**src/rtl/spt_pkg.sv**
```systemverilog
/*
  constants of the sixteen-bit period timer: register indices and byte addresses,
  control field positions, reset values, prescale codes and bus answer codes.
  assumes nothing of its surroundings; every design file imports it.
*/
package spt_pkg;

  // bus geometry
  localparam int          ADDR_W      = 12;            // byte address width
  localparam int          DATA_W      = 32;            // bus data width
  localparam int          REG_W       = 16;            // register width

  // register indices as printed, plus the interrupt block
  localparam logic [11:0] IDX_COUNT   = 12'h100;       // count_value
  localparam logic [11:0] IDX_PERIOD  = 12'h102;       // period_value
  localparam logic [11:0] IDX_CTRL    = 12'h104;       // timer_control_register
  localparam logic [11:0] IDX_STATUS  = 12'h106;       // sticky event status, read only
  localparam logic [11:0] IDX_CLEAR   = 12'h108;       // write one to clear, write only
  localparam logic [11:0] IDX_ENABLE  = 12'h10A;       // interrupt enables

  // byte addresses: four times the index
  localparam logic [ADDR_W-1:0] ADDR_COUNT  = 12'(IDX_COUNT  * 4);
  localparam logic [ADDR_W-1:0] ADDR_PERIOD = 12'(IDX_PERIOD * 4);
  localparam logic [ADDR_W-1:0] ADDR_CTRL   = 12'(IDX_CTRL   * 4);
  localparam logic [ADDR_W-1:0] ADDR_STATUS = 12'(IDX_STATUS * 4);
  localparam logic [ADDR_W-1:0] ADDR_CLEAR  = 12'(IDX_CLEAR  * 4);
  localparam logic [ADDR_W-1:0] ADDR_ENABLE = 12'(IDX_ENABLE * 4);

  // control field positions
  localparam int          BIT_ON      = 15;            // timer_on_bit
  localparam int          BIT_IDLE    = 13;            // idle_stop_bit
  localparam int          BIT_GATE    = 6;             // gate_accumulate_enable
  localparam int          BIT_PS_HI   = 5;             // prescale_select msb
  localparam int          BIT_PS_LO   = 4;             // prescale_select lsb
  localparam int          BIT_SYNC    = 2;             // external_sync_select
  localparam int          BIT_CS      = 1;             // clock_source_select
  localparam logic [15:0] CTRL_MASK   = 16'hA076;      // implemented control bits

  // status and enable bit positions
  localparam int          EV_MATCH    = 0;             // period match event
  localparam int          EV_GATE     = 1;             // gate falling edge event
  localparam int          EV_N        = 2;             // number of events
  localparam logic [15:0] EV_MASK     = 16'h0003;      // implemented event bits

  // reset values
  localparam logic [15:0] RST_COUNT   = 16'h0000;
  localparam logic [15:0] RST_PERIOD  = 16'hFFFF;
  localparam logic [15:0] RST_CTRL    = 16'h0000;
  localparam logic [1:0]  RST_EV      = 2'h0;

  // prescale codes and their terminal counts
  typedef enum logic [1:0] {
    SPT_PS_1   = 2'h0,
    SPT_PS_8   = 2'h1,
    SPT_PS_64  = 2'h2,
    SPT_PS_256 = 2'h3
  } spt_ps_e;
  localparam logic [7:0]  TERM_8      = 8'h07;
  localparam logic [7:0]  TERM_64     = 8'h3F;
  localparam logic [7:0]  TERM_256    = 8'hFF;

  // bus answers
  localparam logic [1:0]  RESP_OKAY   = 2'h0;
  localparam logic [1:0]  RESP_SLVERR = 2'h2;

endpackage

```
**src/rtl/spt_link_if.sv**
```systemverilog
/*
  internal carrier between the timer core, its pin synchroniser and its prescaler.
  assumes all three parties run on the same clock.
*/
`timescale 1ns/10ps
interface spt_link_if;
  import spt_pkg::*;

  logic    pin_level;   // filtered pin level
  logic    pin_rise;    // one-cycle pulse on a filtered rising edge
  logic    pin_fall;    // one-cycle pulse on a filtered falling edge
  logic    tick_in;     // count-source event into the prescaler
  logic    ps_clear;    // prescaler counter clear
  spt_ps_e ps_sel;      // prescale ratio
  logic    tick_out;    // divided count event

  modport sync (output pin_level, output pin_rise, output pin_fall);
  modport pre  (input tick_in, input ps_clear, input ps_sel, output tick_out);
  modport core (input pin_level, input pin_rise, input pin_fall,
                output tick_in, output ps_clear, output ps_sel, input tick_out);
endinterface

```
**src/rtl/spt_pin_sync.sv**
```systemverilog
/*
  three-stage synchroniser and edge finder for the external clock or gate pin.
  assumes the pin is asynchronous to aclk and slower than a quarter of its rate.
*/
`timescale 1ns/10ps
module spt_pin_sync (
  input  wire logic aclk,
  input  wire logic aresetn,
  input  wire logic pin_raw,
  spt_link_if.sync  lnk
);
  import spt_pkg::*;

  logic s1;     // first stage, read only by s2
  logic s2;     // second stage
  logic s3;     // third stage
  logic lvl;    // accepted level

  // a change counts once the second and third stages agree
  wire agree    = (s2 == s3);
  wire go_high  = agree & s3 & ~lvl;
  wire go_low   = agree & ~s3 & lvl;

  // shift chain and accepted level
  always_ff @(posedge aclk) begin
    if (!aresetn) begin
      s1  <= 1'b0;
      s2  <= 1'b0;
      s3  <= 1'b0;
      lvl <= 1'b0;
    end else begin
      s1  <= pin_raw;
      s2  <= s1;
      s3  <= s2;
      if (agree) begin
        lvl <= s3;
      end
    end
  end

  // edge pulses come from flops
  always_ff @(posedge aclk) begin
    if (!aresetn) begin
      lnk.pin_rise <= 1'b0;
      lnk.pin_fall <= 1'b0;
    end else begin
      lnk.pin_rise <= go_high;
      lnk.pin_fall <= go_low;
    end
  end

  assign lnk.pin_level = lvl;
endmodule

```
**src/rtl/spt_prescaler.sv**
```systemverilog
/*
  count-event prescaler dividing by 1, 8, 64 or 256.
  assumes tick_in is a one-cycle event and only arrives while the timer runs.
*/
`timescale 1ns/10ps
module spt_prescaler (
  input  wire logic aclk,
  input  wire logic aresetn,
  spt_link_if.pre   lnk
);
  import spt_pkg::*;

  logic [7:0] cnt;    // prescaler counter
  logic [7:0] term;   // terminal count of the chosen ratio

  // ratio decode
  always_comb begin
    unique case (lnk.ps_sel)
      SPT_PS_1:   term = 8'h00;
      SPT_PS_8:   term = TERM_8;
      SPT_PS_64:  term = TERM_64;
      SPT_PS_256: term = TERM_256;
    endcase
  end

  wire at_term = (cnt >= term);

  // divide the count events
  always_ff @(posedge aclk) begin
    if (!aresetn) begin
      cnt <= 8'h00;
    end else if (lnk.ps_clear) begin
      cnt <= 8'h00;
    end else if (lnk.tick_in) begin
      cnt <= at_term ? 8'h00 : cnt + 8'h01;
    end
  end

  assign lnk.tick_out = lnk.tick_in & at_term & ~lnk.ps_clear;
endmodule

```
**src/rtl/spt_timer.sv**
```systemverilog
/*
  sixteen-bit period timer/counter with an AXI4-Lite register slave,
  prescaler, gate accumulation, idle and sleep handling and one interrupt.
  assumes a single 100 MHz clock; cpu_idle and cpu_sleep come from logic on
  that clock; the external pin is asynchronous and is synchronised here.
*/
// Local design decisions: the address map and the AXI4-Lite slave port.
`timescale 1ns/10ps

module spt_timer (
  input  wire logic                           aclk,
  input  wire logic                           aresetn,
  // write address channel
  input  wire logic [spt_pkg::ADDR_W-1:0]     s_axi_awaddr,
  input  wire logic [2:0]                     s_axi_awprot,
  input  wire logic                           s_axi_awvalid,
  output wire logic                           s_axi_awready,
  // write data channel
  input  wire logic [spt_pkg::DATA_W-1:0]     s_axi_wdata,
  input  wire logic [3:0]                     s_axi_wstrb,
  input  wire logic                           s_axi_wvalid,
  output wire logic                           s_axi_wready,
  // write response channel
  output logic      [1:0]                     s_axi_bresp,
  output logic                                s_axi_bvalid,
  input  wire logic                           s_axi_bready,
  // read address channel
  input  wire logic [spt_pkg::ADDR_W-1:0]     s_axi_araddr,
  input  wire logic [2:0]                     s_axi_arprot,
  input  wire logic                           s_axi_arvalid,
  output wire logic                           s_axi_arready,
  // read data channel
  output logic      [spt_pkg::DATA_W-1:0]     s_axi_rdata,
  output logic      [1:0]                     s_axi_rresp,
  output logic                                s_axi_rvalid,
  input  wire logic                           s_axi_rready,
  // device side
  input  wire logic                           timer_external_clock_pin,
  input  wire logic                           cpu_idle,
  input  wire logic                           cpu_sleep,
  output wire logic                           irq
);
  import spt_pkg::*;

  spt_link_if lnk ();                          // carrier to the helpers

  // registers
  logic [15:0]       count_value;              // running count
  logic [15:0]       period_value;             // match value
  logic [15:0]       timer_control_register;   // control bits
  logic [EV_N-1:0]   ev_status;                // sticky events
  logic [EV_N-1:0]   ev_enable;                // interrupt enables

  // write path holding registers
  logic              aw_hold;                  // write address taken
  logic              w_hold;                   // write data taken
  logic [ADDR_W-1:0] aw_addr;                  // held write address
  logic [15:0]       w_data;                   // held write data, low half
  logic [1:0]        w_strb;                   // held low byte lanes

  // control fields
  wire       timer_on_bit           = timer_control_register[BIT_ON];
  wire       idle_stop_bit          = timer_control_register[BIT_IDLE];
  wire       gate_accumulate_enable = timer_control_register[BIT_GATE];
  wire       external_sync_select   = timer_control_register[BIT_SYNC];
  wire       clock_source_select    = timer_control_register[BIT_CS];
  wire [1:0] prescale_select        = timer_control_register[BIT_PS_HI:BIT_PS_LO];

  // merge the enabled byte lanes of a write into a register
  function automatic logic [15:0] merge16(input logic [15:0] old_v,
                                          input logic [15:0] new_v,
                                          input logic [1:0]  strb);
    logic [15:0] r;
    r = old_v;
    if (strb[0]) begin
      r[7:0] = new_v[7:0];
    end
    if (strb[1]) begin
      r[15:8] = new_v[15:8];
    end
    return r;
  endfunction

  // ---- bus write side
  // address and data may come in either order; each half is held until
  // both are present, and neither ready returns before the answer is
  // taken, so at most one write is ever in flight
  assign s_axi_awready = ~aw_hold & ~s_axi_bvalid;   // one write at a time
  assign s_axi_wready  = ~w_hold & ~s_axi_bvalid;
  wire aw_fire  = s_axi_awvalid & s_axi_awready;
  wire w_fire   = s_axi_wvalid & s_axi_wready;
  wire wr_fire  = aw_hold & w_hold & ~s_axi_bvalid;  // both halves present

  // write decode
  wire wr_count  = wr_fire & (aw_addr == ADDR_COUNT);
  wire wr_period = wr_fire & (aw_addr == ADDR_PERIOD);
  wire wr_ctrl   = wr_fire & (aw_addr == ADDR_CTRL);
  wire wr_clear  = wr_fire & (aw_addr == ADDR_CLEAR);
  wire wr_enable = wr_fire & (aw_addr == ADDR_ENABLE);
  wire wr_hit    = wr_count | wr_period | wr_ctrl | wr_clear | wr_enable;

  // next values of written registers
  // unimplemented control bits are masked so they always read as zero
  wire [15:0] next_ctrl   = merge16(timer_control_register, w_data, w_strb) & CTRL_MASK;
  wire [15:0] next_wcount = merge16(count_value, w_data, w_strb);
  wire [15:0] clr_bits    = merge16(16'h0000, w_data, w_strb);
  wire [15:0] next_en     = merge16({14'h0000, ev_enable}, w_data, w_strb);

  // capture address and data in either order
  always_ff @(posedge aclk) begin
    if (!aresetn) begin
      aw_hold <= 1'b0;
      w_hold  <= 1'b0;
      aw_addr <= '0;
      w_data  <= 16'h0000;
      w_strb  <= 2'h0;
    end else begin
      if (aw_fire) begin
        aw_hold <= 1'b1;
        aw_addr <= s_axi_awaddr;
      end else if (wr_fire) begin
        aw_hold <= 1'b0;
      end
      if (w_fire) begin
        w_hold  <= 1'b1;
        w_data  <= s_axi_wdata[15:0];
        w_strb  <= s_axi_wstrb[1:0];
      end else if (wr_fire) begin
        w_hold  <= 1'b0;
      end
    end
  end

  // write response, error for unmapped addresses
  always_ff @(posedge aclk) begin
    if (!aresetn) begin
      s_axi_bvalid <= 1'b0;
      s_axi_bresp  <= RESP_OKAY;
    end else if (wr_fire) begin
      s_axi_bvalid <= 1'b1;
      s_axi_bresp  <= wr_hit ? RESP_OKAY : RESP_SLVERR;
    end else if (s_axi_bready) begin
      s_axi_bvalid <= 1'b0;
    end
  end

  // ---- bus read side
  // the answer is registered from the address of the taking edge; arready
  // stays low until rready takes it, so reads never overlap
  assign s_axi_arready = ~s_axi_rvalid;               // one read at a time
  wire ar_fire = s_axi_arvalid & s_axi_arready;

  // read decode
  logic [15:0] rd_val;    // selected register
  logic        rd_hit;    // address mapped
  always_comb begin
    rd_hit = 1'b1;
    unique case (s_axi_araddr)
      ADDR_COUNT:  rd_val = count_value;
      ADDR_PERIOD: rd_val = period_value;
      ADDR_CTRL:   rd_val = timer_control_register;
      ADDR_STATUS: rd_val = {14'h0000, ev_status};
      ADDR_ENABLE: rd_val = {14'h0000, ev_enable};
      ADDR_CLEAR:  rd_val = 16'h0000;                 // write only
      default: begin
        rd_val = 16'h0000;
        rd_hit = 1'b0;
      end
    endcase
  end

  // read data from flops, held until taken
  always_ff @(posedge aclk) begin
    if (!aresetn) begin
      s_axi_rvalid <= 1'b0;
      s_axi_rdata  <= '0;
      s_axi_rresp  <= RESP_OKAY;
    end else if (ar_fire) begin
      s_axi_rvalid <= 1'b1;
      s_axi_rdata  <= {16'h0000, rd_val};
      s_axi_rresp  <= rd_hit ? RESP_OKAY : RESP_SLVERR;
    end else if (s_axi_rready) begin
      s_axi_rvalid <= 1'b0;
    end
  end

  // ---- count source and run conditions
  // sync and async counting both use the filtered pin rise; the two modes
  // differ only in whether sleep stops them
  wire gated_mode  = gate_accumulate_enable & ~clock_source_select;
  wire async_ext   = clock_source_select & ~external_sync_select;
  // idle halts every mode only when the idle stop bit is set
  wire idle_halt   = cpu_idle & idle_stop_bit;
  // sleep keeps only an enabled asynchronous external count
  wire sleep_halt  = cpu_sleep & ~async_ext;
  wire run         = timer_on_bit & ~idle_halt & ~sleep_halt;

  // source event before the prescaler
  logic src_event;
  always_comb begin
    if (clock_source_select) begin
      src_event = lnk.pin_rise;
    end else if (gate_accumulate_enable) begin
      src_event = lnk.pin_level;
    end else begin
      src_event = 1'b1;
    end
  end

  // prescaler only clocks while the timer runs
  assign lnk.tick_in  = run & src_event;
  assign lnk.ps_sel   = spt_ps_e'(prescale_select);
  // clear on a count write or on a write that drops the on bit
  assign lnk.ps_clear = wr_count |
                        (wr_ctrl & timer_on_bit & ~next_ctrl[BIT_ON]);

  // ---- count and match
  // a count write beats a step in the same cycle, so software never sees
  // its written value moved by one before it lands
  wire at_match   = (count_value == period_value);
  wire cnt_step   = lnk.tick_out & ~wr_count;
  wire match_ev   = cnt_step & at_match;
  wire gate_ev    = timer_on_bit & gated_mode & lnk.pin_fall;
  wire [EV_N-1:0] ev_set = {gate_ev, match_ev};

  // count register: written by software, stepped by the prescaler
  always_ff @(posedge aclk) begin
    if (!aresetn) begin
      count_value <= RST_COUNT;
    end else if (wr_count) begin
      count_value <= next_wcount;
    end else if (cnt_step) begin
      count_value <= at_match ? 16'h0000 : count_value + 16'h0001;
    end
  end

  // period and control registers
  always_ff @(posedge aclk) begin
    if (!aresetn) begin
      period_value           <= RST_PERIOD;
      timer_control_register <= RST_CTRL;
    end else begin
      if (wr_period) begin
        period_value <= merge16(period_value, w_data, w_strb);
      end
      if (wr_ctrl) begin
        timer_control_register <= next_ctrl;
      end
    end
  end

  // sticky status: set wins over clear, only software clears
  // an event in the cycle of its own clear stays pending, so no match
  // or gate fall is ever lost to a badly timed clear
  always_ff @(posedge aclk) begin
    if (!aresetn) begin
      ev_status <= RST_EV;
      ev_enable <= RST_EV;
    end else begin
      ev_status <= (ev_status & ~(wr_clear ? clr_bits[EV_N-1:0] : RST_EV))
                   | ev_set;
      if (wr_enable) begin
        ev_enable <= next_en[EV_N-1:0];
      end
    end
  end

  // level interrupt while any enabled event is pending
  // built from flops only, so it cannot glitch on bus inputs
  assign irq = |(ev_status & ev_enable);

  // ---- helpers
  // the pin passes three flops before any logic here reads it
  spt_pin_sync spt_pin_sync_i (
    .aclk    (aclk),
    .aresetn (aresetn),
    .pin_raw (timer_external_clock_pin),
    .lnk     (lnk.sync)
  );

  spt_prescaler spt_prescaler_i (
    .aclk    (aclk),
    .aresetn (aresetn),
    .lnk     (lnk.pre)
  );

endmodule

```
**config.mk**
```make
export PLATFORM = sky130hd
export DESIGN_NAME = spt_timer
export DESIGN_NICKNAME = d
export VERILOG_FILES = /design/src/rtl/spt_pkg.sv /design/src/rtl/spt_link_if.sv /design/src/rtl/spt_pin_sync.sv /design/src/rtl/spt_prescaler.sv /design/src/rtl/spt_timer.sv
export SDC_FILE = /design/constraint.sdc
export NUM_CORES = 1
export LEC_CHECK = 0
export ABC_AREA = 1
export BUFFER_PORTS_ARGS = -buffer_cell sky130_fd_sc_hd__buf_2
export CORE_ASPECT_RATIO = 0.6
export CORE_UTILIZATION = 50
export DETAILED_ROUTE_END_ITERATION = 12
export GPL_TIMING_DRIVEN = 0
export MAX_ROUTING_LAYER = met4
export PLACE_DENSITY = 0.75
export SYNTH_ARGS = -nofsm -noshare
export SYNTH_HDL_FRONTEND = slang
export SYNTH_HIERARCHICAL = 1
export SYNTH_SLANG_ARGS = --single-unit
```
**constraint.sdc**
```tcl
create_clock -name aclk -period 2.5 [get_ports aclk]
set_input_delay 0.375 -clock aclk [delete_from_list [all_inputs] [get_ports aclk]]
set_output_delay 0.375 -clock aclk [all_outputs]
set_load 0.02 [all_outputs]
```
==> flow_metrics.py <==
metrics = {
    "run_status": {
        "status": "complete, no violations",
    },
    "sta": {
        "period_share_pct": 95.9,
        "rsz0062_at_grt": "true",
        "setup_violations": 0,
        "relSlewSlack_pct": 48.2,
        "fmax_mhz": 417,
        "hold_violations": 0,
        "worst_slew_pin_slew_ns": 0.777,
        "skew_ns": 0.0132,
        "setup_tns_ns": 0,
        "fin_crit_ns": 2.40,
        "drv_slew": 0,
        "finalHoldWorstSlack_ns": 0.188,
    },
    "clock_network": {
        "clkSlewWorstSetupHoldPaths_ns": 0.08,
        "cts_tree": "done",
        "cts_root_buf": "clkbuf_16",
        "h-tree-depth": 3,
        "cts-buffers-inserted": 9,
        "holdBufCountCts": 0,
        "clock_path_buffers": 2,
        "cts.sink_count": 109,
        "clk_latency_ns": 0.36,
    },
    "global_route": {
        "grt_util_met1_pct": 41.7,
        "grt_use_met3_pct": 10.7,
        "grt_max_degree": 23,
        "grt_overflow": 0,
        "top_usage_layer": "met1",
        "grt_pass1_wl_um": 25700,
        "grt_usage_pct": 28.4,
        "grt_pass1_vias": 4933,
        "antenna_found_initial": 0,
        "use_met2_pct": 35.6,
    },
    "logic_synthesis": {
        "yosysSeqAreaShare_pct": 37.2,
        "synth-compound-area-share_pct": 16.5,
        "syn_area_per_cell_um2": 6.81,
        "yosys.area_share.adder_pct": 2.13,
        "synth_top_area_share_pct": 37.2,
        "ys_top_cells_by_area": "dfxtp_1 (37%), nand2_1 (12%), inv_1 (6.9%), nand3_1 (6.9%), a21oi_1 (6.7%)",
        "async_reset_ff_share_pct": 0,
        "synth_cell_types": 39,
        "ys_ff_latch": 109,
        "synthTopCellsByCount": "nand2_1 (187), dfxtp_1 (109), inv_1 (108), nor2_1 (101), nand3_1 (81)",
        "yosysWarnings": 6,
        "synth_edf_count": 0,
        "yosysMostFrequentCell": "nand2_1",
        "yosys.area_share.simple_pct": 29.7,
        "syn-cell-area_um2": 5860,
        "synth_top_cell_by_area": "dfxtp_1",
        "synth_top_family_by_area": "simple AND/OR/NAND/NOR gates",
        "ys.flop_type": "dfxtp_1",
        "synth_cells": 860,
        "synthXorXnorAreaFrac_pct": 2.54,
        "synth_mux_area_share_pct": 0.171,
    },
    "job": {
        "drv_cap": 0,
    },
    "die": {
        "core_area_um2": 11400,
        "fp.dieW_um": 142,
        "ioPinCount": 118,
        "core.rowCount": 30,
        "die-area_um2": 12200,
        "start_util_pct": 51.5,
        "die_h_um": 85.9,
    },
    "setup_path": {
        "worst-path-max-fanout": 10,
        "max_stage_delay_ns": 0.37,
        "crit_chain": "nand2_1 > nor2_4 > inv_4 > nor2_2 > nand2_1 > nor2_2 > nand2_2 > o31ai_4 > nor2_1 > nand2_2 > buf_4 > o21ai_0 > a21oi_1",
        "crit_type": "reg2reg",
        "path_buf_inv": 2,
        "crit_family": "simple AND/OR/NAND/NOR gates",
        "cp_data_required_time_ns": 2.80,
        "worst-endpoint-arrival_ns": 2.69,
        "crit_path_start_kind": "register",
        "critPathCaptureType": "register",
        "crit_slowest_cell": "dfxtp_1",
    },
    "placement": {
        "port_buffers": 75,
        "place_congestion": 0.990,
        "placed_area_um2": 6500,
        "hpwl_um": 12600,
    },
    "cells_and_area": {
        "antenna_cells": 0,
        "synthToLayoutAreaGrowth_pct": 17.0,
        "final_util_pct": 60.3,
        "final_layout_size_suffix_gt1_share_pct": 16.5,
        "design_area_um2": 6860,
        "nNetsFinal": 1049,
    },
    "detailed_routing": {
        "num_vias": 5726,
        "wirelength_um": 16200,
        "route.detailed.drc": 0,
        "wl_per_cell_um": 14.3,
        "drt_first_pass_iters": 7,
        "drtIter0Drc": 485,
        "ant_nets": 0,
        "via_per_inst": 5.08,
    },
    "pwr": {
        "powerDensity_nw_per_um2": 536,
        "leakage_nw": 3.31,
        "finalPower_mw": 3.67,
        "swShare_pct": 28.4,
        "peakVddDrop_uv": 345,
        "internal_power_mw": 2.63,
        "p_sw_mw": 1.04,
        "seq_power_share_pct": 49.9,
        "p_clk_share_pct": 40.0,
        "pwr-share-comb_pct": 10.1,
    },
    "min_path": {
        "hold_class": "in2reg",
    },
}
==> sequential cells by signal (all words and copies together), names as in the netlist, 2 cells and up <==
| signal | cells |
|---|---|
| aw_addr | 12 |
| count_value | 16 |
| ev_enable | 2 |
| ev_status | 2 |
| period_value | 16 |
| s_axi_rdata | 16 |
| spt_prescaler_i/cnt | 8 |
| timer_control_register | 7 |
| w_data | 16 |
| w_strb | 2 |
==> power groups by stage <==
stage	registers [mW]	clock network, mW	logic (mW)
CTS	1.83	1.49	0.368
finish	1.83	1.47	0.371
global placement	1.87	0	0.358
floorplan	1.87	0	0.245
global route	1.84	1.56	0.413
detailed placement	1.87	0	0.364
==> logic make-up (layout without fill, tap and decap cells) <==
logic type	count (synthesis)	count (layout)
XOR/XNOR	17	17
other	1	18
buffers and inverters	156	247
AO/OA/AOI/OAI	166	166
AND/OR/NAND/NOR	400	400
adder cells (fa/ha/maj)	10	10
multiplexers	1	1
flip-flops	109	109
==> area by class of cell <==
class / instances / area (µm²)
multi-input combinational: 612 / 3100
clock buffer: 9 / 225
tap: 160 / 200
sequential: 109 / 2180
fill: 1084 / 4510
inverter: 110 / 415
buffer: 46 / 273
timing repair buffer: 75 / 375
clock inverter: 7 / 86.3
==> path summary, 6_finish.rpt <==
kind                            end                     start  slack [ns]  cells past startpoint
setup / recovery     count_value[3]                   aw_hold        0.10                     13
hold / removal    spt_pin_sync_i/s1  timer_external_clock_pin        0.19                      3
setup reg to reg     count_value[3]                   aw_hold        0.10                     13
hold reg to reg   spt_pin_sync_i/s2         spt_pin_sync_i/s1        0.42                      2
==> through the flow <==
step / std cells / setup WS [ns]
after global routing: 1128 / -0.0272
final: 1128 / 0.103
after CTS: 1128 / 0.0564
after floorplan: 877 / 0.0482
after global placement: 1112 / -0.598
after detailed placement: 1112 / -0.379
==> layer usage <==
layer | part of all wire [%] | routed length (µm) | vias to the layer above
li1 | - | - | 2949
met1 | 51 | 8180 | 2514
met2 | 36 | 5800 | 249
met3 | 13 | 2030 | 14
met4 | 1.0 | 161 | 0
met5 | 0 | 0 | -
==> cells in the final DEF (no fill, tap or decap), types with 2 or more instances in the layout <==
cell type / synthesis / layout
nand2_1: 187 / 186
dfxtp_1: 109 / 109
inv_1: 108 / 108
nor2_1: 101 / 99
nand3_1: 81 / 81
buf_2: 8 / 80
a21oi_1: 78 / 78
o21ai_0: 64 / 64
buf_4: 18 / 21
conb_1: 1 / 18
clkbuf_1: 17 / 17
o211ai_2: 16 / 16
xor2_1: 15 / 15
ha_1: 10 / 10
clkbuf_16: 0 / 9
nor2_2: 4 / 6
nor3_1: 5 / 5
nand2_2: 4 / 5
nand4_1: 5 / 5
nand3_2: 4 / 4
inv_6: 0 / 3
clkinv_8: 0 / 3
nor2_4: 2 / 2
nand3_4: 2 / 2
buf_6: 2 / 2
nor3_2: 2 / 2
xnor2_1: 2 / 2
==> timing repair <==
action                                  in CTS  in global routing
gates resized for setup                      3                 10
cloned                                       0                  0
buffers inserted                             0                  0
endpoints found under the setup margin      17                 16
pin swaps                                    0                  1
==> tightest hold or removal path, stage by stage <==
cell and delay [ns]:
buf_2 0.07, nand2_1 0.04, inv_1 0.04
Note: power is estimated with default switching activity, not from simulation.
